### src/verilog/wdt_rst_pkg.sv
// constants, register map and carrier types of the watchdog and reset-source block
package wdt_rst_pkg;

  // bus geometry
  localparam int unsigned DATA_W = 32;
  localparam int unsigned ADDR_W = 8;
  localparam int unsigned REG_W = 8;

  // register byte offsets (one aligned word each)
  localparam logic [7:0] OFF_WDT_CTRL = 8'h00;
  localparam logic [7:0] OFF_RST_FLAGS = 8'h04;
  localparam logic [7:0] OFF_LV_LEVEL = 8'h08;
  localparam logic [7:0] OFF_LV_FILTER = 8'h0C;
  localparam logic [7:0] OFF_STATUS = 8'h10;

  // watchdog_control layout and reset value
  localparam logic [7:0] WDT_CTRL_POR = 8'h53;
  localparam int unsigned KEY_LSB = 3;
  localparam int unsigned KEY_W = 5;
  localparam int unsigned SEL_W = 3;
  localparam logic [4:0] KEY_ENABLE_A = 5'h0A;
  localparam logic [4:0] KEY_ENABLE_B = 5'h15;

  // watchdog counter: longest period is 2^18 ticks
  localparam int unsigned WDT_CNT_W = 18;

  // reset_source_flags bit positions; bits above read zero
  localparam int unsigned FLAG_WDT_KEY = 0;
  localparam int unsigned FLAG_LV_LEVEL = 1;
  localparam int unsigned FLAG_LVR = 2;
  localparam int unsigned FLAG_W = 3;

  // status register bit
  localparam int unsigned STAT_TIMEOUT = 0;

  // supply-drop level codes
  localparam logic [7:0] LV_LEVEL_POR = 8'h55;
  localparam logic [7:0] LV_LEVEL_B = 8'h33;
  localparam logic [7:0] LV_LEVEL_C = 8'h99;
  localparam logic [7:0] LV_LEVEL_D = 8'hAA;

  // supply-drop filter widths in low-speed rc ticks
  localparam int unsigned FILT_SEL_W = 2;
  localparam logic [1:0] LV_FILTER_POR = 2'h0;
  localparam int unsigned FILT_CNT_W = 8;
  localparam logic [7:0] FILT_TICKS_0 = 8'h08;
  localparam logic [7:0] FILT_TICKS_1 = 8'h20;
  localparam logic [7:0] FILT_TICKS_2 = 8'h40;
  localparam logic [7:0] FILT_TICKS_3 = 8'h80;

  // default software-reset delay in low-speed rc ticks
  localparam int unsigned SRESET_CNT_W = 8;
  localparam logic [7:0] SRESET_TICKS_DEF = 8'h10;

  // events from the cpu core, same clock
  typedef struct packed {
    logic clear_watchdog_instr;   // clear-watchdog instruction executed
    logic halt;      // halt instruction executed
    logic low_power; // core sits in sleep or idle
  } cpu_evt_t;

  // reset requests to the core, one-cycle pulses
  typedef struct packed {
    logic device;    // whole-device reset
    logic pc_sp;     // program counter and stack pointer only
  } reset_req_t;

  // software-reset delay sequencer
  typedef enum logic [1:0] {
    SR_IDLE = 2'b00,
    SR_WAIT = 2'b01,
    SR_FIRE = 2'b10
  } sreset_state_t;

endpackage : wdt_rst_pkg

### src/verilog/wdt_reset_ctrl.sv
// watchdog timer and reset-source logic with an apb register slave
// Behaviour
// - watchdog enabled only by key 01010/10101
// - bad key: delayed reset, set key-fault flag
// - key powers up as 01010, enabled
// - period select picks 2^8 to 2^18 ticks
// - fault flag set by hardware, software clears
// - flag bits 7..3 read as zero
// - running overflow: device reset, set timeout
// - low-power overflow: reset pc/sp, set timeout
// - counter cleared by bad key, clear, halt
// - power-on forces program counter to zero
// - power-on presets port registers to ones
// - supply-drop reset filtered, only when running
// - filtered supply-drop reset sets its flag
// - bad level code: delayed reset, set flag
// - level register powers up as 01010101
// - supply-drop reset off in sleep/idle
// - four level codes valid, else restore
// - filter select picks 8/32/64/128 tick width
// - counter runs from low-speed rc clock
`timescale 1ns/1ps

module wdt_reset_ctrl #(
  parameter logic [7:0] SRESET_TICKS = wdt_rst_pkg::SRESET_TICKS_DEF,
  parameter int unsigned PC_W = 12,
  parameter int unsigned PORT_W = 8
) (
  input wire logic pclk,
  input wire logic presetn,
  input wire logic psel,
  input wire logic penable,
  input wire logic pwrite,
  input wire logic [wdt_rst_pkg::ADDR_W-1:0] paddr,
  input wire logic [wdt_rst_pkg::DATA_W-1:0] pwdata,
  output logic [wdt_rst_pkg::DATA_W-1:0] prdata,
  output logic pready,
  output logic pslverr,
  input wire logic low_speed_rc_osc_clk,
  input wire logic supply_low,
  input wire wdt_rst_pkg::cpu_evt_t cpu_evt,
  output wdt_rst_pkg::reset_req_t reset_req,
  output logic pc_load,
  output logic [PC_W-1:0] pc_value,
  output logic port_preset,
  output logic [PORT_W-1:0] port_value
);

  // register state
  logic [7:0] wdt_ctrl_q;                          // watchdog_control
  logic [wdt_rst_pkg::FLAG_W-1:0] flags_q;         // reset_source_flags
  logic [7:0] lv_level_q;                          // lv_level_register
  logic [wdt_rst_pkg::FILT_SEL_W-1:0] lv_filter_q; // lv_filter_register
  logic timeout_q;                                 // timeout_status_flag
  logic [wdt_rst_pkg::DATA_W-1:0] prdata_q;

  // low-speed rc clock and supply input synchronisers
  logic [2:0] low_speed_rc_osc_sync_q;
  logic low_speed_rc_osc_lvl_q;
  logic [2:0] low_sync_q;
  logic low_lvl_q;
  logic tick;

  // watchdog
  logic [wdt_rst_pkg::WDT_CNT_W-1:0] wdt_cnt_q;
  logic [wdt_rst_pkg::WDT_CNT_W-1:0] wdt_limit;
  logic key_valid;
  logic wdt_overflow;

  // software-reset sequencer
  wdt_rst_pkg::sreset_state_t sr_state_q;
  logic [wdt_rst_pkg::SRESET_CNT_W-1:0] sr_cnt_q;
  logic sr_key_q;   // pending cause: bad key
  logic sr_level_q; // pending cause: bad level code
  logic sr_fire;

  // supply-drop filter
  logic [wdt_rst_pkg::FILT_CNT_W-1:0] filt_cnt_q;
  logic [wdt_rst_pkg::FILT_CNT_W-1:0] filt_limit;
  logic lv_fired_q;
  logic level_valid;
  logic lvr_active;
  logic lvr_fire;

  // reset pulses and power-on
  wdt_rst_pkg::reset_req_t reset_req_q;
  logic por_done_q;
  logic pc_load_q;
  logic port_preset_q;

  // apb decode
  logic wr_en;
  logic rd_setup;
  logic addr_hit;

  assign wr_en = psel && penable && pwrite && addr_hit;
  assign rd_setup = psel && !penable;
  assign addr_hit = (paddr == wdt_rst_pkg::OFF_WDT_CTRL) || (paddr == wdt_rst_pkg::OFF_RST_FLAGS)
                 || (paddr == wdt_rst_pkg::OFF_LV_LEVEL) || (paddr == wdt_rst_pkg::OFF_LV_FILTER)
                 || (paddr == wdt_rst_pkg::OFF_STATUS);

  // zero wait states; read data is latched during setup
  assign pready = 1'b1;
  assign pslverr = psel && penable && !addr_hit;
  assign prdata = prdata_q;

  // rc clock sampled into the bus domain
  // first stage only feeds the second; level moves when stages two and three agree
  always_ff @(posedge pclk or negedge presetn)
  begin
    if (!presetn)
    begin
      low_speed_rc_osc_sync_q <= 3'h0;
      low_speed_rc_osc_lvl_q <= 1'b0;
    end
    else
    begin
      low_speed_rc_osc_sync_q <= {low_speed_rc_osc_sync_q[1:0], low_speed_rc_osc_clk};
      if (low_speed_rc_osc_sync_q[1] == low_speed_rc_osc_sync_q[2])
      begin
        low_speed_rc_osc_lvl_q <= low_speed_rc_osc_sync_q[2];
      end
    end
  end

  // one tick per filtered rising edge of the rc clock
  assign tick = (low_speed_rc_osc_sync_q[1] == low_speed_rc_osc_sync_q[2]) && low_speed_rc_osc_sync_q[2] && !low_speed_rc_osc_lvl_q;

  // supply-low indication, same three-stage filter
  always_ff @(posedge pclk or negedge presetn)
  begin
    if (!presetn)
    begin
      low_sync_q <= 3'h0;
      low_lvl_q <= 1'b0;
    end
    else
    begin
      low_sync_q <= {low_sync_q[1:0], supply_low};
      if (low_sync_q[1] == low_sync_q[2])
      begin
        low_lvl_q <= low_sync_q[2];
      end
    end
  end

  assign key_valid = (wdt_ctrl_q[wdt_rst_pkg::KEY_LSB +: wdt_rst_pkg::KEY_W]
                      == wdt_rst_pkg::KEY_ENABLE_A)
                  || (wdt_ctrl_q[wdt_rst_pkg::KEY_LSB +: wdt_rst_pkg::KEY_W]
                      == wdt_rst_pkg::KEY_ENABLE_B);

  assign level_valid = (lv_level_q == wdt_rst_pkg::LV_LEVEL_POR)
                    || (lv_level_q == wdt_rst_pkg::LV_LEVEL_B)
                    || (lv_level_q == wdt_rst_pkg::LV_LEVEL_C)
                    || (lv_level_q == wdt_rst_pkg::LV_LEVEL_D);

  always_comb
  begin
    unique case (wdt_ctrl_q[wdt_rst_pkg::SEL_W-1:0])
      3'h0: wdt_limit = 18'h000FF;
      3'h1: wdt_limit = 18'h003FF;
      3'h2: wdt_limit = 18'h00FFF;
      3'h3: wdt_limit = 18'h03FFF;
      3'h4: wdt_limit = 18'h07FFF;
      3'h5: wdt_limit = 18'h0FFFF;
      3'h6: wdt_limit = 18'h1FFFF;
      3'h7: wdt_limit = 18'h3FFFF;
    endcase
  end

  always_comb
  begin
    unique case (lv_filter_q)
      2'h0: filt_limit = wdt_rst_pkg::FILT_TICKS_0;
      2'h1: filt_limit = wdt_rst_pkg::FILT_TICKS_1;
      2'h2: filt_limit = wdt_rst_pkg::FILT_TICKS_2;
      2'h3: filt_limit = wdt_rst_pkg::FILT_TICKS_3;
    endcase
  end

  assign wdt_overflow = key_valid && tick && (wdt_cnt_q == wdt_limit);

  // watchdog counter
  always_ff @(posedge pclk or negedge presetn)
  begin
    if (!presetn)
    begin
      wdt_cnt_q <= '0;
    end
    // clear on bad key, clear, halt
    else if (!key_valid || cpu_evt.clear_watchdog_instr || cpu_evt.halt || wdt_overflow)
    begin
      wdt_cnt_q <= '0;
    end
    // counts only with a valid key
    else if (tick)
    begin
      wdt_cnt_q <= wdt_cnt_q + 18'h00001;
    end
  end

  // filter only acts in fast or slow running mode
  assign lvr_active = !cpu_evt.low_power && level_valid;
  // fire once the low level outlasts the width
  assign lvr_fire = lvr_active && low_lvl_q && tick && !lv_fired_q
                 && (filt_cnt_q == filt_limit - 8'h01);

  // supply-drop width counter; a dip shorter than the width restarts it
  always_ff @(posedge pclk or negedge presetn)
  begin
    if (!presetn)
    begin
      filt_cnt_q <= '0;
      lv_fired_q <= 1'b0;
    end
    else if (!lvr_active || !low_lvl_q)
    begin
      filt_cnt_q <= '0;
      lv_fired_q <= 1'b0;
    end
    else if (lvr_fire)
    begin
      // one reset per drop; re-armed when the supply recovers
      lv_fired_q <= 1'b1;
    end
    else if (tick && !lv_fired_q)
    begin
      filt_cnt_q <= filt_cnt_q + 8'h01;
    end
  end

  // delay sequencer shared by both software-reset causes
  assign sr_fire = (sr_state_q == wdt_rst_pkg::SR_FIRE);

  always_ff @(posedge pclk or negedge presetn)
  begin
    if (!presetn)
    begin
      sr_state_q <= wdt_rst_pkg::SR_IDLE;
      sr_cnt_q <= '0;
      sr_key_q <= 1'b0;
      sr_level_q <= 1'b0;
    end
    else
    begin
      unique case (sr_state_q)
        wdt_rst_pkg::SR_IDLE:
        begin
          sr_cnt_q <= '0;
          // bad key or bad level code starts the delay
          if (!key_valid || !level_valid)
          begin
            sr_state_q <= wdt_rst_pkg::SR_WAIT;
            sr_key_q <= !key_valid;
            sr_level_q <= !level_valid;
          end
        end
        wdt_rst_pkg::SR_WAIT:
        begin
          // a second cause arriving during the wait joins the same reset
          sr_key_q <= sr_key_q || !key_valid;
          sr_level_q <= sr_level_q || !level_valid;
          if (tick)
          begin
            sr_cnt_q <= sr_cnt_q + 8'h01;
            if (sr_cnt_q == SRESET_TICKS - 8'h01)
            begin
              sr_state_q <= wdt_rst_pkg::SR_FIRE;
            end
          end
        end
        wdt_rst_pkg::SR_FIRE:
        begin
          sr_state_q <= wdt_rst_pkg::SR_IDLE;
          sr_key_q <= 1'b0;
          sr_level_q <= 1'b0;
        end
        default:
        begin
          sr_state_q <= wdt_rst_pkg::SR_IDLE;
        end
      endcase
    end
  end

  // watchdog_control register
  always_ff @(posedge pclk or negedge presetn)
  begin
    if (!presetn)
    begin
      wdt_ctrl_q <= wdt_rst_pkg::WDT_CTRL_POR;
    end
    else if (sr_fire && sr_key_q)
    begin
      // key-fault reset returns the control to its power-up value
      wdt_ctrl_q <= wdt_rst_pkg::WDT_CTRL_POR;
    end
    else if (wr_en && (paddr == wdt_rst_pkg::OFF_WDT_CTRL))
    begin
      wdt_ctrl_q <= pwdata[wdt_rst_pkg::REG_W-1:0];
    end
  end

  // level and filter selection registers
  always_ff @(posedge pclk or negedge presetn)
  begin
    if (!presetn)
    begin
      lv_level_q <= wdt_rst_pkg::LV_LEVEL_POR;
      lv_filter_q <= wdt_rst_pkg::LV_FILTER_POR;
    end
    else
    begin
      // bad code restored at its reset
      if (sr_fire && sr_level_q)
      begin
        lv_level_q <= wdt_rst_pkg::LV_LEVEL_POR;
      end
      else if (wr_en && (paddr == wdt_rst_pkg::OFF_LV_LEVEL))
      begin
        lv_level_q <= pwdata[wdt_rst_pkg::REG_W-1:0];
      end
      if (wr_en && (paddr == wdt_rst_pkg::OFF_LV_FILTER))
      begin
        lv_filter_q <= pwdata[wdt_rst_pkg::FILT_SEL_W-1:0];
      end
    end
  end

  // reset-source flags: software writes zero to clear, a set in the same cycle wins
  always_ff @(posedge pclk or negedge presetn)
  begin
    if (!presetn)
    begin
      flags_q <= '0;
    end
    else
    begin
      // hardware only sets, software only clears
      if (wr_en && (paddr == wdt_rst_pkg::OFF_RST_FLAGS))
      begin
        flags_q <= flags_q & pwdata[wdt_rst_pkg::FLAG_W-1:0];
      end
      if (sr_fire && sr_key_q)
      begin
        flags_q[wdt_rst_pkg::FLAG_WDT_KEY] <= 1'b1;
      end
      if (sr_fire && sr_level_q)
      begin
        flags_q[wdt_rst_pkg::FLAG_LV_LEVEL] <= 1'b1;
      end
      if (lvr_fire)
      begin
        flags_q[wdt_rst_pkg::FLAG_LVR] <= 1'b1;
      end
    end
  end

  // timeout status: halt or clear-watchdog clears it, an overflow in that cycle wins
  always_ff @(posedge pclk or negedge presetn)
  begin
    if (!presetn)
    begin
      timeout_q <= 1'b0;
    end
    else if (wdt_overflow)
    begin
      timeout_q <= 1'b1;
    end
    else if (cpu_evt.halt || cpu_evt.clear_watchdog_instr)
    begin
      timeout_q <= 1'b0;
    end
  end

  // reset request pulses
  always_ff @(posedge pclk or negedge presetn)
  begin
    if (!presetn)
    begin
      reset_req_q <= '0;
    end
    else
    begin
      reset_req_q.device <= (wdt_overflow && !cpu_evt.low_power) || sr_fire || lvr_fire;
      // low-power overflow resets only pc and sp
      reset_req_q.pc_sp <= wdt_overflow && cpu_evt.low_power;
    end
  end

  assign reset_req = reset_req_q;

  // power-on presets, issued in the first cycle after reset release
  always_ff @(posedge pclk or negedge presetn)
  begin
    if (!presetn)
    begin
      por_done_q <= 1'b0;
      pc_load_q <= 1'b0;
      port_preset_q <= 1'b0;
    end
    else
    begin
      por_done_q <= 1'b1;
      pc_load_q <= !por_done_q;
      port_preset_q <= !por_done_q;
    end
  end

  assign pc_load = pc_load_q;
  assign pc_value = '0;
  assign port_preset = port_preset_q;
  assign port_value = '1;

  // read data captured in the setup cycle
  always_ff @(posedge pclk or negedge presetn)
  begin
    if (!presetn)
    begin
      prdata_q <= '0;
    end
    else if (rd_setup)
    begin
      prdata_q <= '0;
      unique case (paddr)
        wdt_rst_pkg::OFF_WDT_CTRL: prdata_q[wdt_rst_pkg::REG_W-1:0] <= wdt_ctrl_q;
        wdt_rst_pkg::OFF_RST_FLAGS: prdata_q[wdt_rst_pkg::FLAG_W-1:0] <= flags_q;
        wdt_rst_pkg::OFF_LV_LEVEL: prdata_q[wdt_rst_pkg::REG_W-1:0] <= lv_level_q;
        wdt_rst_pkg::OFF_LV_FILTER: prdata_q[wdt_rst_pkg::FILT_SEL_W-1:0] <= lv_filter_q;
        wdt_rst_pkg::OFF_STATUS: prdata_q[wdt_rst_pkg::STAT_TIMEOUT] <= timeout_q;
        // unmapped reads return zero with pslverr
        default: prdata_q <= '0;
      endcase
    end
  end

endmodule : wdt_reset_ctrl

### config.mk
export PLATFORM = sky130hd
export DESIGN_NAME = wdt_reset_ctrl
export DESIGN_NICKNAME = d
export VERILOG_FILES = /design/src/verilog/wdt_rst_pkg.sv /design/src/verilog/wdt_reset_ctrl.sv
export SDC_FILE = /design/constraint.sdc
export NUM_CORES = 1
export LEC_CHECK = 0
export BUFFER_PORTS_ARGS = -buffer_cell sky130_fd_sc_hd__buf_4
export CAP_MARGIN = 20
export CELL_PAD_IN_SITES_DETAIL_PLACEMENT = 2
export CELL_PAD_IN_SITES_GLOBAL_PLACEMENT = 2
export CORE_MARGIN = 1.5
export CORE_UTILIZATION = 33
export CTS_CLUSTER_SIZE = 25
export DETAILED_ROUTE_END_ITERATION = 12
export GPL_TIMING_DRIVEN = 0
export PLACE_DENSITY_LB_ADDON = 0.15
export SYNTH_ARGS = -nofsm -noshare
export SYNTH_HDL_FRONTEND = slang
export SYNTH_SLANG_ARGS = --single-unit
export TNS_END_PERCENT = 10
### constraint.sdc
create_clock -name pclk -period 2.26 [get_ports pclk]
set_clock_uncertainty 0.15 [all_clocks]
set_input_delay 0.226 -clock pclk [delete_from_list [all_inputs] [get_ports pclk]]
set_output_delay 0.226 -clock pclk [all_outputs]
set_load 0.05 [all_outputs]
## Word-level counts from Yosys, hierarchy flattened

Memory sizes are Yosys's and may differ from the RTL's.
Cells that the tools add are included.

| operators by class | value |
|---|---|
| add/subtract/negate cells | 4 |
| equality and inequality tests | 24 |
| multiplexer cells | 32 |
| bitwise logic cells | 1 |
| reduce and logical (&&, ||, !) cells | 69 |

Operators by type and width:

| operator | number |
|---|---|
| 8-bit 2-to-1 mux | 8 |
| 18-bit 2-to-1 mux | 2 |
| 8-bit case mux with 4 select lines | 1 |
| 8-bit by 4-bit equality test with 1-bit output, second input constant | 3 |
| 1-bit logical AND | 23 |
| 2-bit nonzero test | 10 |
| 18-bit by 1-bit adder with 18-bit output, second input constant | 1 |
| 18-bit equality test | 1 |
| 1-bit logical OR | 18 |
| 8-bit by 1-bit adder with 8-bit output, second input constant | 2 |
| 8-bit equality test, second input constant | 2 |
| 8-bit case mux with 2 select lines | 1 |
| 1-bit zero test | 10 |
| 5-bit case mux with 2 select lines | 1 |
| 1-bit 2-to-1 mux | 9 |
| 1-bit case mux with 3 select lines | 3 |
| 8-bit by 3-bit equality test with 1-bit output, second input constant | 1 |
| 8-bit by 5-bit equality test with 1-bit output, second input constant | 1 |
| 8-bit by 6-bit equality test with 1-bit output, second input constant | 1 |
| 8-bit by 7-bit equality test with 1-bit output, second input constant | 1 |
| 8-bit equality test | 1 |
| 8-bit zero test | 1 |
| 8-bit by 1-bit subtractor with 8-bit output, second input constant | 1 |
| 2-bit equality test, second input constant | 3 |
| 16 further kinds | 25 |

| word-level totals | value |
|---|---|
| register bits after elaboration | 81 |
| ROM bits | 80 |
| input port bits | 50 |
| output and inout port bits | 58 |
| word-level logic and storage cells | 154 |
| memories | 1 |

Memory list:

| name | depth | bits a word | read ports | clocked after Yosys merged registers in | wr ports | line | text |
|---|---|---|---|---|---|---|---|
| (no name shown) | 8 | 10 | 1 | 0 | 0 | wdt_reset_ctrl.sv:159 | `unique case (wdt_ctrl_q[wdt_rst_pkg::SEL_W-1:0])` |

## Depth between registers and ports, before layout

Gate-level depths: netlist of run 1.

| depth | value |
|---|---|
| depth after elaboration | 11 |
| depth in mapped cells | 7 |
| gate-level depth less buffers | 7 |

## Worst setup path after synthesis of run 1

No wires, ideal clock.

| timing | value |
|---|---|
| path type | register -> register |
| from | register wdt_ctrl_q[1] |
| to | register wdt_cnt_q[7] in the netlist's numbering |
| setup time | 119 ps |
| arrival time | 1788 ps |
| data required time | 1991 ps |
| slack | 203 ps |
| cell stages (with the launch flop) | 8 |
| buffers on the path | 2 |
| clock period less this slack | 2057 ps |
| cell sequence | dfstp_2 > buf_6 > or4_1 > o21ai_0 > o2111ai_1 > o31ai_4 > buf_6 > nor2_1 |

| between the ends | value |
|---|---|
| word-level cells in the longest chain between the ends | 5 |
| elaborated cells on any way between the ends | 6 |
| those cells by class | 1 x eq/ne; 1 x mux; 3 x reduce/logical; 1 x memory |

Ends and longest elaborated chain:

| what | line | text |
|---|---|---|
| from (decl) | wdt_reset_ctrl.sv:50 | `logic [7:0] wdt_ctrl_q;` |
| from (signal assigned) | wdt_reset_ctrl.sv:291 | `wdt_ctrl_q <= wdt_rst_pkg::WDT_CTRL_POR;` |
| from (signal assigned) | wdt_reset_ctrl.sv:296 | `wdt_ctrl_q <= wdt_rst_pkg::WDT_CTRL_POR;` |
| from (signal assigned) | wdt_reset_ctrl.sv:300 | `wdt_ctrl_q <= pwdata[wdt_rst_pkg::REG_W-1:0];` |
| memory 8 x 10 bit * | n/a |  |
| 18-bit equality test * | wdt_reset_ctrl.sv:181 | `assign wdt_overflow = key_valid && tick && (wdt_cnt_q == wdt_limit);` |
| 1-bit logical AND * | wdt_reset_ctrl.sv:181 |  |
| 1-bit logical OR * | wdt_reset_ctrl.sv:191 | `else if (!key_valid \|\| cpu_evt.clear_watchdog_instr \|\| cpu_evt.halt \|\| wdt_overflow)` |
| 18-bit 2-to-1 mux or 2-bit nonzero test (tied branches) | n/a |  |
| to (signal assigned) | wdt_reset_ctrl.sv:198 | `wdt_cnt_q <= wdt_cnt_q + 18'h00001;` |
| to (decl) | wdt_reset_ctrl.sv:65 | `logic [wdt_rst_pkg::WDT_CNT_W-1:0] wdt_cnt_q;` |

Every way passes the cells marked *; elsewhere a longest branch is shown, timed or not.
A chain may end at the register's enable or synchronous reset.

## Worst setup path in the final report of run 1

| timing | value |
|---|---|
| from | register lv_filter_q[1] in the netlist's numbering |
| to | register reset_req_q, in the netlist reset_req[1] |

| between the ends | value |
|---|---|
| word-level cells in the longest chain between the ends | 6 |
| elaborated cells on any way between the ends | 9 |
| those cells by class | 1 x add/sub; 4 x eq/ne; 1 x mux; 3 x reduce/logical |

Ends and longest elaborated chain:

| what | line | text |
|---|---|---|
| from (decl) | wdt_reset_ctrl.sv:53 | `logic [wdt_rst_pkg::FILT_SEL_W-1:0] lv_filter_q;` |
| from (signal assigned) | wdt_reset_ctrl.sv:310 | `lv_filter_q <= wdt_rst_pkg::LV_FILTER_POR;` |
| from (signal assigned) | wdt_reset_ctrl.sv:325 | `lv_filter_q <= pwdata[wdt_rst_pkg::FILT_SEL_W-1:0];` |
| 2-bit equality test (tied with other cells) | wdt_reset_ctrl.sv:173 | `unique case (lv_filter_q)` |
| 8-bit case mux with 4 select lines * | wdt_reset_ctrl.sv:173 |  |
| 8-bit by 1-bit subtractor with 8-bit output * | wdt_reset_ctrl.sv:206 | `&& (filt_cnt_q == filt_limit - 8'h01);` |
| 8-bit equality test * | wdt_reset_ctrl.sv:206 |  |
| 1-bit logical AND * | wdt_reset_ctrl.sv:206 |  |
| 1-bit logical OR * | wdt_reset_ctrl.sv:385 | `reset_req_q.device <= (wdt_overflow && !cpu_evt.low_power) \|\| sr_fire \|\| lvr_fire;` |
| to (decl) | wdt_reset_ctrl.sv:86 | `wdt_rst_pkg::reset_req_t reset_req_q;` |

Every way passes the cells marked *; elsewhere a longest branch is shown, timed or not. The select of a mux whose other input is x is not followed.

==> Implementation_results.wiki, run 1 <==
{| class="wikitable"
! Metric !! Value
|-
| Maximum level of the CTS H-tree || 3
|-
| Critical path launch point || lv_filter_q[1]
|-
| Post-layout worst setup margin || ~0.067 ns
|-
| Syn_area_per_cell || 10.2 sq um
|-
| Worst-Margin Slew || between 0.5 and 0.6 ns
|-
| Endpoints failing setup || 0
|-
| Total number of placement rows || 42
|-
| Initial core utilization || 33.6%
|-
| Global Route Usage Sum || 18.1%
|-
| Die outline width || 119 um
|-
| Number of iterations in the first detailed-routing pass || 4
|-
| Normalized max-slew margin || 64.5%
|-
| Cells after Synth || 434
|-
| Initial antenna violation count || 0
|-
| Area inside the core boundary || 0.0131 sq mm
|-
| Number of sinks on the clock net || 81
|-
| Worst path required time || 2.37 ns
|-
| Post-placement worst setup slack || -0.213 ns
|-
| Critical Path End Type || flop
|-
| Count of antenna-violating nets left after detailed routing || 0
|-
| Clock tree from TritonCTS || done
|-
| Initial drt markers || 108
|-
| Warning count from the yosys run || 0
|-
| Inst Count DP || approximately 690
|-
| Number of buffers created by CTS || 9
|-
| Count of placed standard cells in the final layout, fillers left out || about 730
|-
| Wire length of the first global-routing pass || 20100 um
|-
| DIE AREA || ~0.014 sq mm
|-
| Y dimension of the die || 119 um
|-
| Diodes inserted || 0
|-
| Detail Placement HPWL || 8580 um
|-
| Total detailed-routing wirelength || 12200 um
|-
| Congestion Overflow GR || 0
|-
| Reg2Reg Launch Point || lv_filter_q[1]
|-
| Critical path startpoint category || flop
|-
| Most used cells in the layout excluding fill and tap cells || 89 x buf_4, 73 x dfrtp_1, 46 x conb_1
|-
| Run status || completed
|-
| CTS root buffer || clkbuf_16
|-
| Ratio of total power to cell area || 673 mW/mm^2
|-
| Via count of the first global-routing pass || around 3900
|-
| Via-to-Cell Ratio || a little under 5
|-
| Layout Nets || 603
|-
| Setup repair after global routing missed its margin || true
|-
| Leakage power figure || 2.49 nW
|-
| Combined area of all synthesized cells || 0.00441 sq mm
|-
| Maximum vdd drop || 0.235 mV
|-
| Most common cell after layout, fill and taps aside || buf_4
|-
| Max-capacitance violation count || 0
|-
| Sequential share of the synthesized area || 46.2%
|-
| Maximum number of pins on one net before global-route repair || 82
|-
| Crit path arrival time || 2.31 ns
|-
| Largest fanout of any net on the critical path || 8
|-
| Clock transition at path regs || 0.06 ns
|-
| Number of flops mapped to enable cells by yosys || 0
|-
| Highest achievable clock rate || 0.456 GHz
|-
| Later-pin clock latency in the skew report || 0.34 ns
|-
| Number of buffers added on ports || 37
|-
| Seq cells post-synth || 81
|-
| Shortest period the worst path allows || 2.19 ns
|-
| Synthesis-to-layout area growth || 27.4%
|-
| Top-Level Pins || 108
|-
| Share of the cycle needed by the critical path after routing || 97.0%
|-
| Count of cell types in the netlist || 64
|-
| Clock Path Buffers || 2
|-
| Hold_sp || cpu_evt[1]
|-
| Routed wire length per instance || 16.8 um
|-
| Synth async-reset ratio || between 90% and 100%
|-
| Crit path kind || reg -> reg
|-
| DRC Markers || 0
|-
| Fraction of final layout cells with drive strength greater than 1 || 25.8%
|-
| Primary FF master, synth || dfrtp_1
|-
| Final number of max-transition violations || 0
|-
| Final estimated routing congestion in global placement || 0.776
|-
| Min-delay worst type || in -> reg
|-
| Vias after detailed routing || approximately 3600
|-
| Final hold violations || 0
|}
-- synth_stat cells (3+ instances only) --
library cell  count  area, sq um
nand3_1          14         70.1
nand4_1           8         50.1
a2111oi_0         3         26.3
or4_1             3         22.5
dfstp_2           8          210
mux2i_1           5         50.1
nand2b_1          3         18.8
o21a_1            3         22.5
o2111ai_1         3         26.3
inv_1            13         48.8
o21ai_0          16         80.1
xor2_1           12          105
xnor2_1          20          175
nor2b_1           4         25.0
ha_1              8          100
nor3_1            9         45.0
mux2_2            5         56.3
nand2_1          37          139
and2_1            3         18.8
a21oi_1          10         50.1
a22o_1            8         70.1
o22ai_1           4         25.0
nor2_1           41          154
a22oi_1           6         45.0
a211oi_1          4         30.0
nor4_1            3         18.8
nor4bb_1          6         60.1
dfrtp_1          73         1830
a31o_2            3         26.3
clkbuf_1          4         15.0
buf_4            47          353
o22a_1            8         70.1
-- flip-flops by register name, summed over array words and instances, names as in the netlist, 2 cells and up --
name / count
wdt_cnt_q: 18
filt_cnt_q: 8
lv_level_q: 8
prdata: 8
sr_cnt_q: 8
wdt_ctrl_q: 8
flags_q: 3
low_speed_rc_osc_sync_q: 3
low_sync_q: 3
lv_filter_q: 2
reset_req: 2
sr_state_q: 2
-- area by class of cell --
type	count	area (sq um)
Buffer	55	400
Clock buffer	16	272
Fill cell	1443	7520
Inverter	13	48.8
Multi-Input combinational cell	329	2160
Sequential cell	81	2040
Tap cell	176	220
Timing Repair Buffer	56	474
-- where the power goes --
| group | leakage, nW | switching (mW) | internal [mW] |
|---|---|---|---|
| Sequential | 1.06 | 0.0530 | 1.51 |
| Clock | 0.131 | 0.572 | 0.808 |
| Combinational | 1.30 | 0.544 | 0.290 |
-- routing by layer --
metal  track usage, %  routed length, um
met5                0                  0
met4             6.85                242
met3             3.04                416
met2             31.6               6240
met1             22.3               5310
-- cells by family (layout without fill, tap and decap cells) --
group	Yosys count	in the layout	share of synthesized area, %
mux	11	11	3.01
fa+ha+maj	9	9	2.50
simple gates	147	147	17.5
compound gates	84	84	14.1
other cells	2	46	0.170
buf+inv	68	140	10.1
xor+xnor	32	32	6.36
flops	81	81	46.2
-- final timing paths --
kind	slack [ns]	endpoint	depth (start not counted)
max	0.07	reset_req[1]	5
min	0.04	timeout_q	4
max reg2reg	0.07	reset_req[1]	5
min reg2reg	0.21	low_sync_q[1]	0
max in group asynchronous	1.21	wdt_ctrl_q[1]	3
min in group asynchronous	0.12	prdata[3]	2
-- what timing repair did --
item,in CTS,in global routing
hold buffers,12,0
hold endpoints to repair,92,0
gates resized for setup,4,13
buffers inserted,4,2
setup endpoints to repair,23,35
pin swaps,3,5
cloned,0,0
-- through the flow --
step / util [%] / hold WS [ns] / instance area (sq um) / total power, mW / setup TNS (ns)
after CTS: 41.9 / 0.0258 / 5510 / 3.80 / 0
after detailed placement: 38.6 / 0.187 / 5070 / 2.37 / -3.02
after floorplan: - / -0.220 / 4570 / 2.14 / 0
after global placement: 38.6 / 0.183 / 5070 / 2.34 / -1.57
final: 42.7 / 0.0440 / 5620 / 3.78 / 0
after global routing: 42.7 / 0.0486 / 5620 / 3.97 / -0.724
-- worst max-delay path, cell delays in order (launching register included) --
cell and delay (ns):
dfrtp_1 0.44, or4_1 0.60, a211oi_4 0.42, nand4_1 0.20, o21bai_1 0.17, o21bai_1 0.13
No activity file was read; power rests on OpenSTA's default activity.
==> run 2, diff against run 1 <==
Settings changed: CORE_UTILIZATION 33 to 30.
Clock period 2.26 ns to 2 ns, I/O delays scaled along.
==> run 2 against run 1 <==
Against the previous run:
- the flow now finishes with violations (negative setup slack)
- die area rose by 9.7%
- sequential power rose by 13%
- hold slack improved by 0.047 ns
- combinational power rose by 26%
- maximum frequency rose by 6.5%
- non-clock buffer count rose by 16
- clock-buffer cell count fell by 7
- via count rose by 0.86%
- first-iteration DRC count rose by 44%
- sequential cell count did not move
- clock power rose by 41%
- critical path type unchanged
==> Implementation_results.wiki, run 2 (synthesis gave the netlist of run 1 again) <==
{| class="wikitable"
! Metric !! Value
|-
| Routed wire length per instance || 17.3 um (+2.8%)
|-
| Maximum number of pins on one net before global-route repair || 82 (unchanged)
|-
| Final number of max-transition violations || 0 (unchanged)
|-
| DIE AREA || 0.0154 sq mm (+9.7%)
|-
| Number of buffers added on ports || 37 (unchanged)
|-
| Leakage power figure || 2.67 nW (+6.9%)
|-
| Min-delay worst type || in -> async
|-
| Vias after detailed routing || 3618 (+0.86%)
|-
| Number of iterations in the first detailed-routing pass || 4 (unchanged)
|-
| Global Route Usage Sum || 17.4% (-0.62 points)
|-
| Number of flip-flops under the largest register name || 18 (unchanged)
|-
| Maximum vdd drop || 0.438 mV (+86%)
|-
| Number of buffers created by CTS || 9 (unchanged)
|-
| Most used cells in the layout excluding fill and tap cells || 102 x buf_4, 71 x dfrtp_1, 46 x conb_1
|-
| Final estimated routing congestion in global placement || 0.754 (-2.9%)
|-
| Violations in the final reports || negative setup slack
|-
| Total detailed-routing wirelength || 13000 um (+6.2%)
|-
| Clock Path Buffers || 2 (unchanged)
|-
| Die outline width || 124 um (+4.8%)
|-
| Most common cell after layout, fill and taps aside || buf_4
|-
| Area of all sequential standard cells || 0.00204 sq mm (+0.12%)
|-
| Filler Cells Inserted || 1532 (+6.2%)
|-
| Count of antenna-violating nets left after detailed routing || 0 (unchanged)
|-
| Area inside the core boundary || 0.0144 sq mm (+9.8%)
|-
| Later-pin clock latency in the skew report || 0.35 ns (about the same)
|-
| Y dimension of the die || 124 um (+4.8%)
|-
| Crit path arrival time || 2.18 ns (-0.13 ns)
|-
| Endpoints failing setup || 26 (+26)
|-
| Largest fanout of any net on the critical path || 10 (+2)
|-
| Post-layout worst setup margin || -0.0591 ns (-0.127 ns)
|-
| Initial core utilization || 30.6% (-3.0 points)
|-
| Initial drt markers || 156 (+44%)
|-
| Layout Nets || 619 (+2.7%)
|-
| Run status || complete, but fails checks
|-
| Critical path startpoint category || flop
|-
| Clock transition at path regs || 0.07 ns (about the same)
|-
| Shortest period the worst path allows || 2.06 ns (-0.133 ns)
|-
| Share of the cycle needed by the critical path after routing || 103% (+5.9 points)
|-
| Highest achievable clock rate || 0.486 GHz (+6.5%)
|-
| Worst-Margin Slew || 0.584 ns (+0.0659 ns)
|-
| Initial antenna violation count || 0 (unchanged)
|-
| Detail Placement HPWL || 8770 um (+2.1%)
|-
| Critical Path End Type || flop
|-
| Critical-path top delay cell || dfstp_2
|-
| Diodes inserted || 0 (unchanged)
|-
| Congestion Overflow GR || 0 (unchanged)
|-
| Max-capacitance violation count || 0 (unchanged)
|-
| Cell Chain, Critical Path || nor4bb_4, o2111ai_2, a211o_1, clkbuf_4, o21ai_0
|-
| Total area of multi-input combinational cells || 0.00238 sq mm (+10%)
|-
| Final hold violations || 0 (unchanged)
|-
| Number of sinks on the clock net || 81 (unchanged)
|-
| Fraction of final layout cells with drive strength greater than 1 || 33.4% (+7.6 points)
|-
| Total number of placement rows || 44 (+4.8%)
|-
| CTS root buffer || clkbuf_16
|-
| Via count of the first global-routing pass || 3966 (+0.99%)
|-
| Maximum level of the CTS H-tree || 3 (unchanged)
|-
| Hold Worst Slack || 0.0905 ns (+0.0465 ns)
|-
| Wire length of the first global-routing pass || 21300 um (+6.3%)
|-
| Slowest cell delay on critical path || 0.58 ns (-0.02 ns)
|-
| Top-Level Pins || 108 (unchanged)
|-
| DRC Markers || 0 (unchanged)
|-
| Clock tree from TritonCTS || done
|-
| Setup repair after global routing missed its margin || true
|-
| Ratio of total power to cell area || 787 mW/mm^2 (+17%)
|-
| Synthesis-to-layout area growth || 37.5%
|-
| Normalized max-slew margin || 61.0% (-3.5 points)
|-
| Via-to-Cell Ratio || 4.82 (-2.4%)
|-
| Crit path kind || reg -> reg
|-
| Finished Core Util || 42.0% (-0.70 points)
|-
| Worst path required time || 2.12 ns (-0.25 ns)
|-
| Register ranked first by flip-flop count || wdt_cnt_q
|}
[run 2: per-stage QoR]
stage / setup slack, ns / setup TNS [ns] / power [mW] / std cells / instance area, sq um
after floorplan: -0.0503 / -0.502 / 2.42 / 478 / 4590
after global placement: -0.414 / -12.64 / 2.65 / 699 / 5100
after detailed placement: -0.478 / -16.58 / 2.68 / 699 / 5100
after CTS: -0.0694 / -0.710 / 4.73 / 748 / 5910
after global routing: -0.155 / -3.69 / 4.98 / 750 / 6060
final: -0.0591 / -0.614 / 4.77 / 750 / 6060
[run 2: critical path: cells and delay by family (launching register included)]
| family | cells | cell delay [ns] |
|---|---|---|
| AOI/OAI and AO/OA | 3 | 0.73 |
| buffers and inverters | 1 | 0.19 |
| DFF | 1 | 0.58 |
| and+or+nand+nor | 1 | 0.33 |
[run 2: layout make-up]
cell class,count,share of cell area (%)
multi-input combinational,329,39.3
clock buffer,9,3.71
clock inverter,7,1.92
inverter,13,0.805
timing repair buffer,73,10.1
sequential,81,33.6
tap,184,3.80
buffer,54,6.68
[run 2: where the power goes]
group          switching [mW]  total [mW]  leakage, nW  internal [mW]
sequential             0.0688        1.78         1.06           1.71
combinational           0.644        1.05         1.44          0.407
clock                   0.721        1.94        0.166           1.22
[run 2: path summary, 6_finish.rpt]
| check | cells past startpoint | startpoint | end | slack [ns] |
|---|---|---|---|---|
| worst max register to register | 5 | lv_level_q[6] | flags_q[2] | -0.06 |
| max in group asynchronous | 3 | presetn | wdt_ctrl_q[1] | 0.96 |
| min in group pclk | 5 | cpu_evt[2] | wdt_cnt_q[16] | 0.13 |
| worst min-delay path | 2 | presetn | prdata[1] | 0.09 |
| worst max-delay path | 5 | lv_level_q[6] | flags_q[2] | -0.06 |
| worst min register to register | 0 | low_speed_rc_osc_sync_q[0] | low_speed_rc_osc_sync_q[1] | 0.21 |
[run 2: repair_timing]
action	4_1_cts	5_1_grt
gates cloned	1	0
gates resized for setup	42	26
endpoints found under the hold margin	98	0
endpoints found under the setup margin	43	56
hold buffers	14	0
pin swaps	15	4
buffers inserted	19	1
[run 2: layer usage]
metal	track usage (%)	vias to the layer above	part of all wire, %
li1	-	1710	-
met3	3.28	9	2.8
met5	0	-	0
met4	5.48	0	1.2
met2	30.2	61	51
met1	22.0	1838	45
==> run 3, diff against run 2 <==
Settings changed: MAX_ROUTING_LAYER set to met4.
==> run 3 against run 2 <==
Against the previous run:
- the flow still finishes with violations (negative setup slack)
- setup slack lost 0.0055 ns
- global-route usage grew 0.45 points
- first-iteration DRC count shrank 16%
- design area grew 1.2%
- largest power group unchanged
==> Implementation_results.wiki, run 3 (synthesis gave the netlist of run 1 again) <==
{| class="wikitable"
! Metric !! Value
|-
| Wire length of the first global-routing pass || 21300 um (-0.13%)
|-
| Area inside the core boundary || 0.0144 sq mm (unchanged)
|-
| Highest achievable clock rate || 0.484 GHz (-0.27%)
|-
| CTS root buffer || clkbuf_16
|-
| Register ranked first by flip-flop count || wdt_cnt_q
|-
| Via count of the first global-routing pass || 3975 (+0.23%)
|-
| Setup repair after global routing missed its margin || true
|-
| Shortest period the worst path allows || 2.06 ns (+0.00554 ns)
|-
| Initial core utilization || 30.6% (unchanged)
|-
| Worst-Margin Slew || 0.637 ns (+0.0529 ns)
|-
| Min-delay worst type || in -> async
|-
| Largest fanout of any net on the critical path || 5 (-5)
|-
| Vias after detailed routing || 3679 (+1.7%)
|-
| Initial drt markers || 131 (-16%)
|-
| Critical Path End Type || flop
|-
| Final hold violations || 0 (unchanged)
|-
| DRC Markers || 0 (unchanged)
|-
| Y dimension of the die || 124 um (unchanged)
|-
| Max-capacitance violation count || 0 (unchanged)
|-
| Global Route Usage Sum || 17.9% (+0.45 points)
|-
| Final non-filler cell area || 0.00614 sq mm (+1.2%)
|-
| Diodes inserted || 0 (unchanged)
|-
| Number of iterations in the first detailed-routing pass || 4 (unchanged)
|-
| Final estimated routing congestion in global placement || 0.764 (+1.3%)
|-
| Number of buffers added on ports || 37 (unchanged)
|-
| Layout Nets || 622 (+0.48%)
|-
| Minimum setup slack among reg-to-reg paths || -0.06 ns (about the same)
|-
| Share of the cycle needed by the critical path after routing || 103% (+0.28 points)
|-
| Clock Path Buffers || 2 (unchanged)
|-
| Ratio of total power to cell area || 784 mW/mm^2 (-0.35%)
|-
| Leakage power figure || 2.70 nW (+1.4%)
|-
| Maximum level of the CTS H-tree || 3 (unchanged)
|-
| Most used cells in the layout excluding fill and tap cells || 104 x buf_4, 70 x dfrtp_1, 46 x conb_1
|-
| Total number of placement rows || 44 (unchanged)
|-
| Routed wire length per instance || 17.8 um (+3.1%)
|-
| Number of buffers created by CTS || 9 (unchanged)
|-
| Normalized max-slew margin || 57.5% (-3.5 points)
|-
| Top-Level Pins || 108 (unchanged)
|-
| Congestion Overflow GR || 0 (unchanged)
|-
| Worst path required time || 2.13 ns (about the same)
|-
| Maximum number of pins on one net before global-route repair || 82 (unchanged)
|-
| Count of antenna-violating nets left after detailed routing || 0 (unchanged)
|-
| Post-layout worst setup margin || -0.0647 ns (-0.00554 ns)
|-
| Die outline width || 124 um (unchanged)
|-
| Reg2reg end || reset_req[1]
|-
| DIE AREA || 0.0154 sq mm (unchanged)
|-
| Detail Placement HPWL || 8770 um (unchanged)
|-
| Number of flip-flops under the largest register name || 18 (unchanged)
|-
| Final number of max-transition violations || 0 (unchanged)
|-
| Crit path kind || reg -> reg
|-
| Critical path startpoint category || flop
|-
| Fraction of final layout cells with drive strength greater than 1 || 34.3% (+0.88 points)
|-
| Maximum vdd drop || 0.432 mV (-1.3%)
|-
| Run status || complete, but fails checks
|-
| Post-detailed-placement cell area || 0.00510 sq mm (unchanged)
|-
| Clock transition at path regs || 0.07 ns (about the same)
|-
| Initial antenna violation count || 0 (unchanged)
|-
| Endpoints failing setup || 28 (+7.7%)
|-
| Number of cells on the worst reg-to-reg path || 5 (unchanged)
|-
| Critical path launch point || lv_level_q[2]
|-
| Most common cell after layout, fill and taps aside || buf_4
|-
| Crit path arrival time || 2.19 ns (about the same)
|-
| Synthesis-to-layout area growth || 39.2%
|-
| Clock tree from TritonCTS || done
|-
| Violations in the final reports || negative setup slack
|-
| Reg2Reg Launch Point || lv_level_q[2]
|-
| Number of sinks on the clock net || 81 (unchanged)
|-
| Later-pin clock latency in the skew report || 0.35 ns (about the same)
|-
| Total detailed-routing wirelength || 13400 um (+3.5%)
|-
| Via-to-Cell Ratio || 4.89 (+1.3%)
|-
| Post-placement worst setup slack || -0.478 ns (unchanged)
|}
## run 3: cell count changes in the layout (fill, tap and decap cells not counted), sizes merged
cell,previous run,this run
buf,109,113
clkbuf,13,12
## run 3: what timing repair did
| action | in CTS | in global routing |
|---|---|---|
| cloned | 1 | 0 |
| pin swaps | 15 | 11 |
| buffers inserted | 19 | 4 |
| endpoints found under the hold margin | 98 | 0 |
| setup endpoints to repair | 43 | 56 |
| gates resized for setup | 42 | 36 |
| hold buffers | 14 | 0 |
## run 3: worst max path at each step
stage	to	depth (start not counted)
after global placement	wdt_cnt_q[4]	7
after CTS	flags_q[2]	5
after floorplan	wdt_cnt_q[7]	7
after detailed placement	wdt_cnt_q[9]	7
final	reset_req[1]	5
after global routing	filt_cnt_q[6]	7
## run 3: critical path: stages (launching register included)
cell       delay, ns
dfstp_2         0.59
nor4bb_4        0.37
o2111ai_4       0.21
a211o_1         0.36
o21bai_1        0.18
o21bai_1        0.13
## run 3: metrics by stage
step	power, mW	TNS, ns	instances	hold slack, ns	utilization [%]
after floorplan	2.42	-0.502	478	-0.246	-
after global placement	2.65	-12.64	699	0.162	35.3
after detailed placement	2.68	-16.58	699	0.160	35.3
after CTS	4.73	-0.710	748	0.111	41.0
after global routing	5.02	-3.50	753	0.0955	42.5
final	4.81	-0.867	753	0.0895	42.5
## run 3: power breakdown
part           leakage [nW]  switching [mW]  total, mW  internal, mW
Combinational          1.48           0.652       1.08         0.423
Sequential             1.06          0.0692       1.78          1.71
Clock                 0.166           0.736       1.96          1.22
Total                  2.70            1.46       4.81          3.35
## run 3: final cells by class
| type | instances | area, sq um |
|---|---|---|
| multi-input combinational | 329 | 2420 |
| sequential | 81 | 2040 |
| buffer | 54 | 409 |
| timing repair buffer | 76 | 641 |
| tap | 184 | 230 |
| clock buffer | 9 | 225 |
| fill | 1535 | 8290 |
| clock inverter | 7 | 116 |
| inverter | 13 | 48.8 |
## run 3: metal layers
layer / routed length, um / share of wire [%] / GRT usage [%] / vias up
met5: 0 / 0 / - / -
met4: 229 / 1.7 / 5.48 / 0
met3: 371 / 2.8 / 3.02 / 17
met2: 6850 / 51 / 30.2 / 62
met1: 5970 / 44 / 22.0 / 1880
li1: - / - / - / 1720
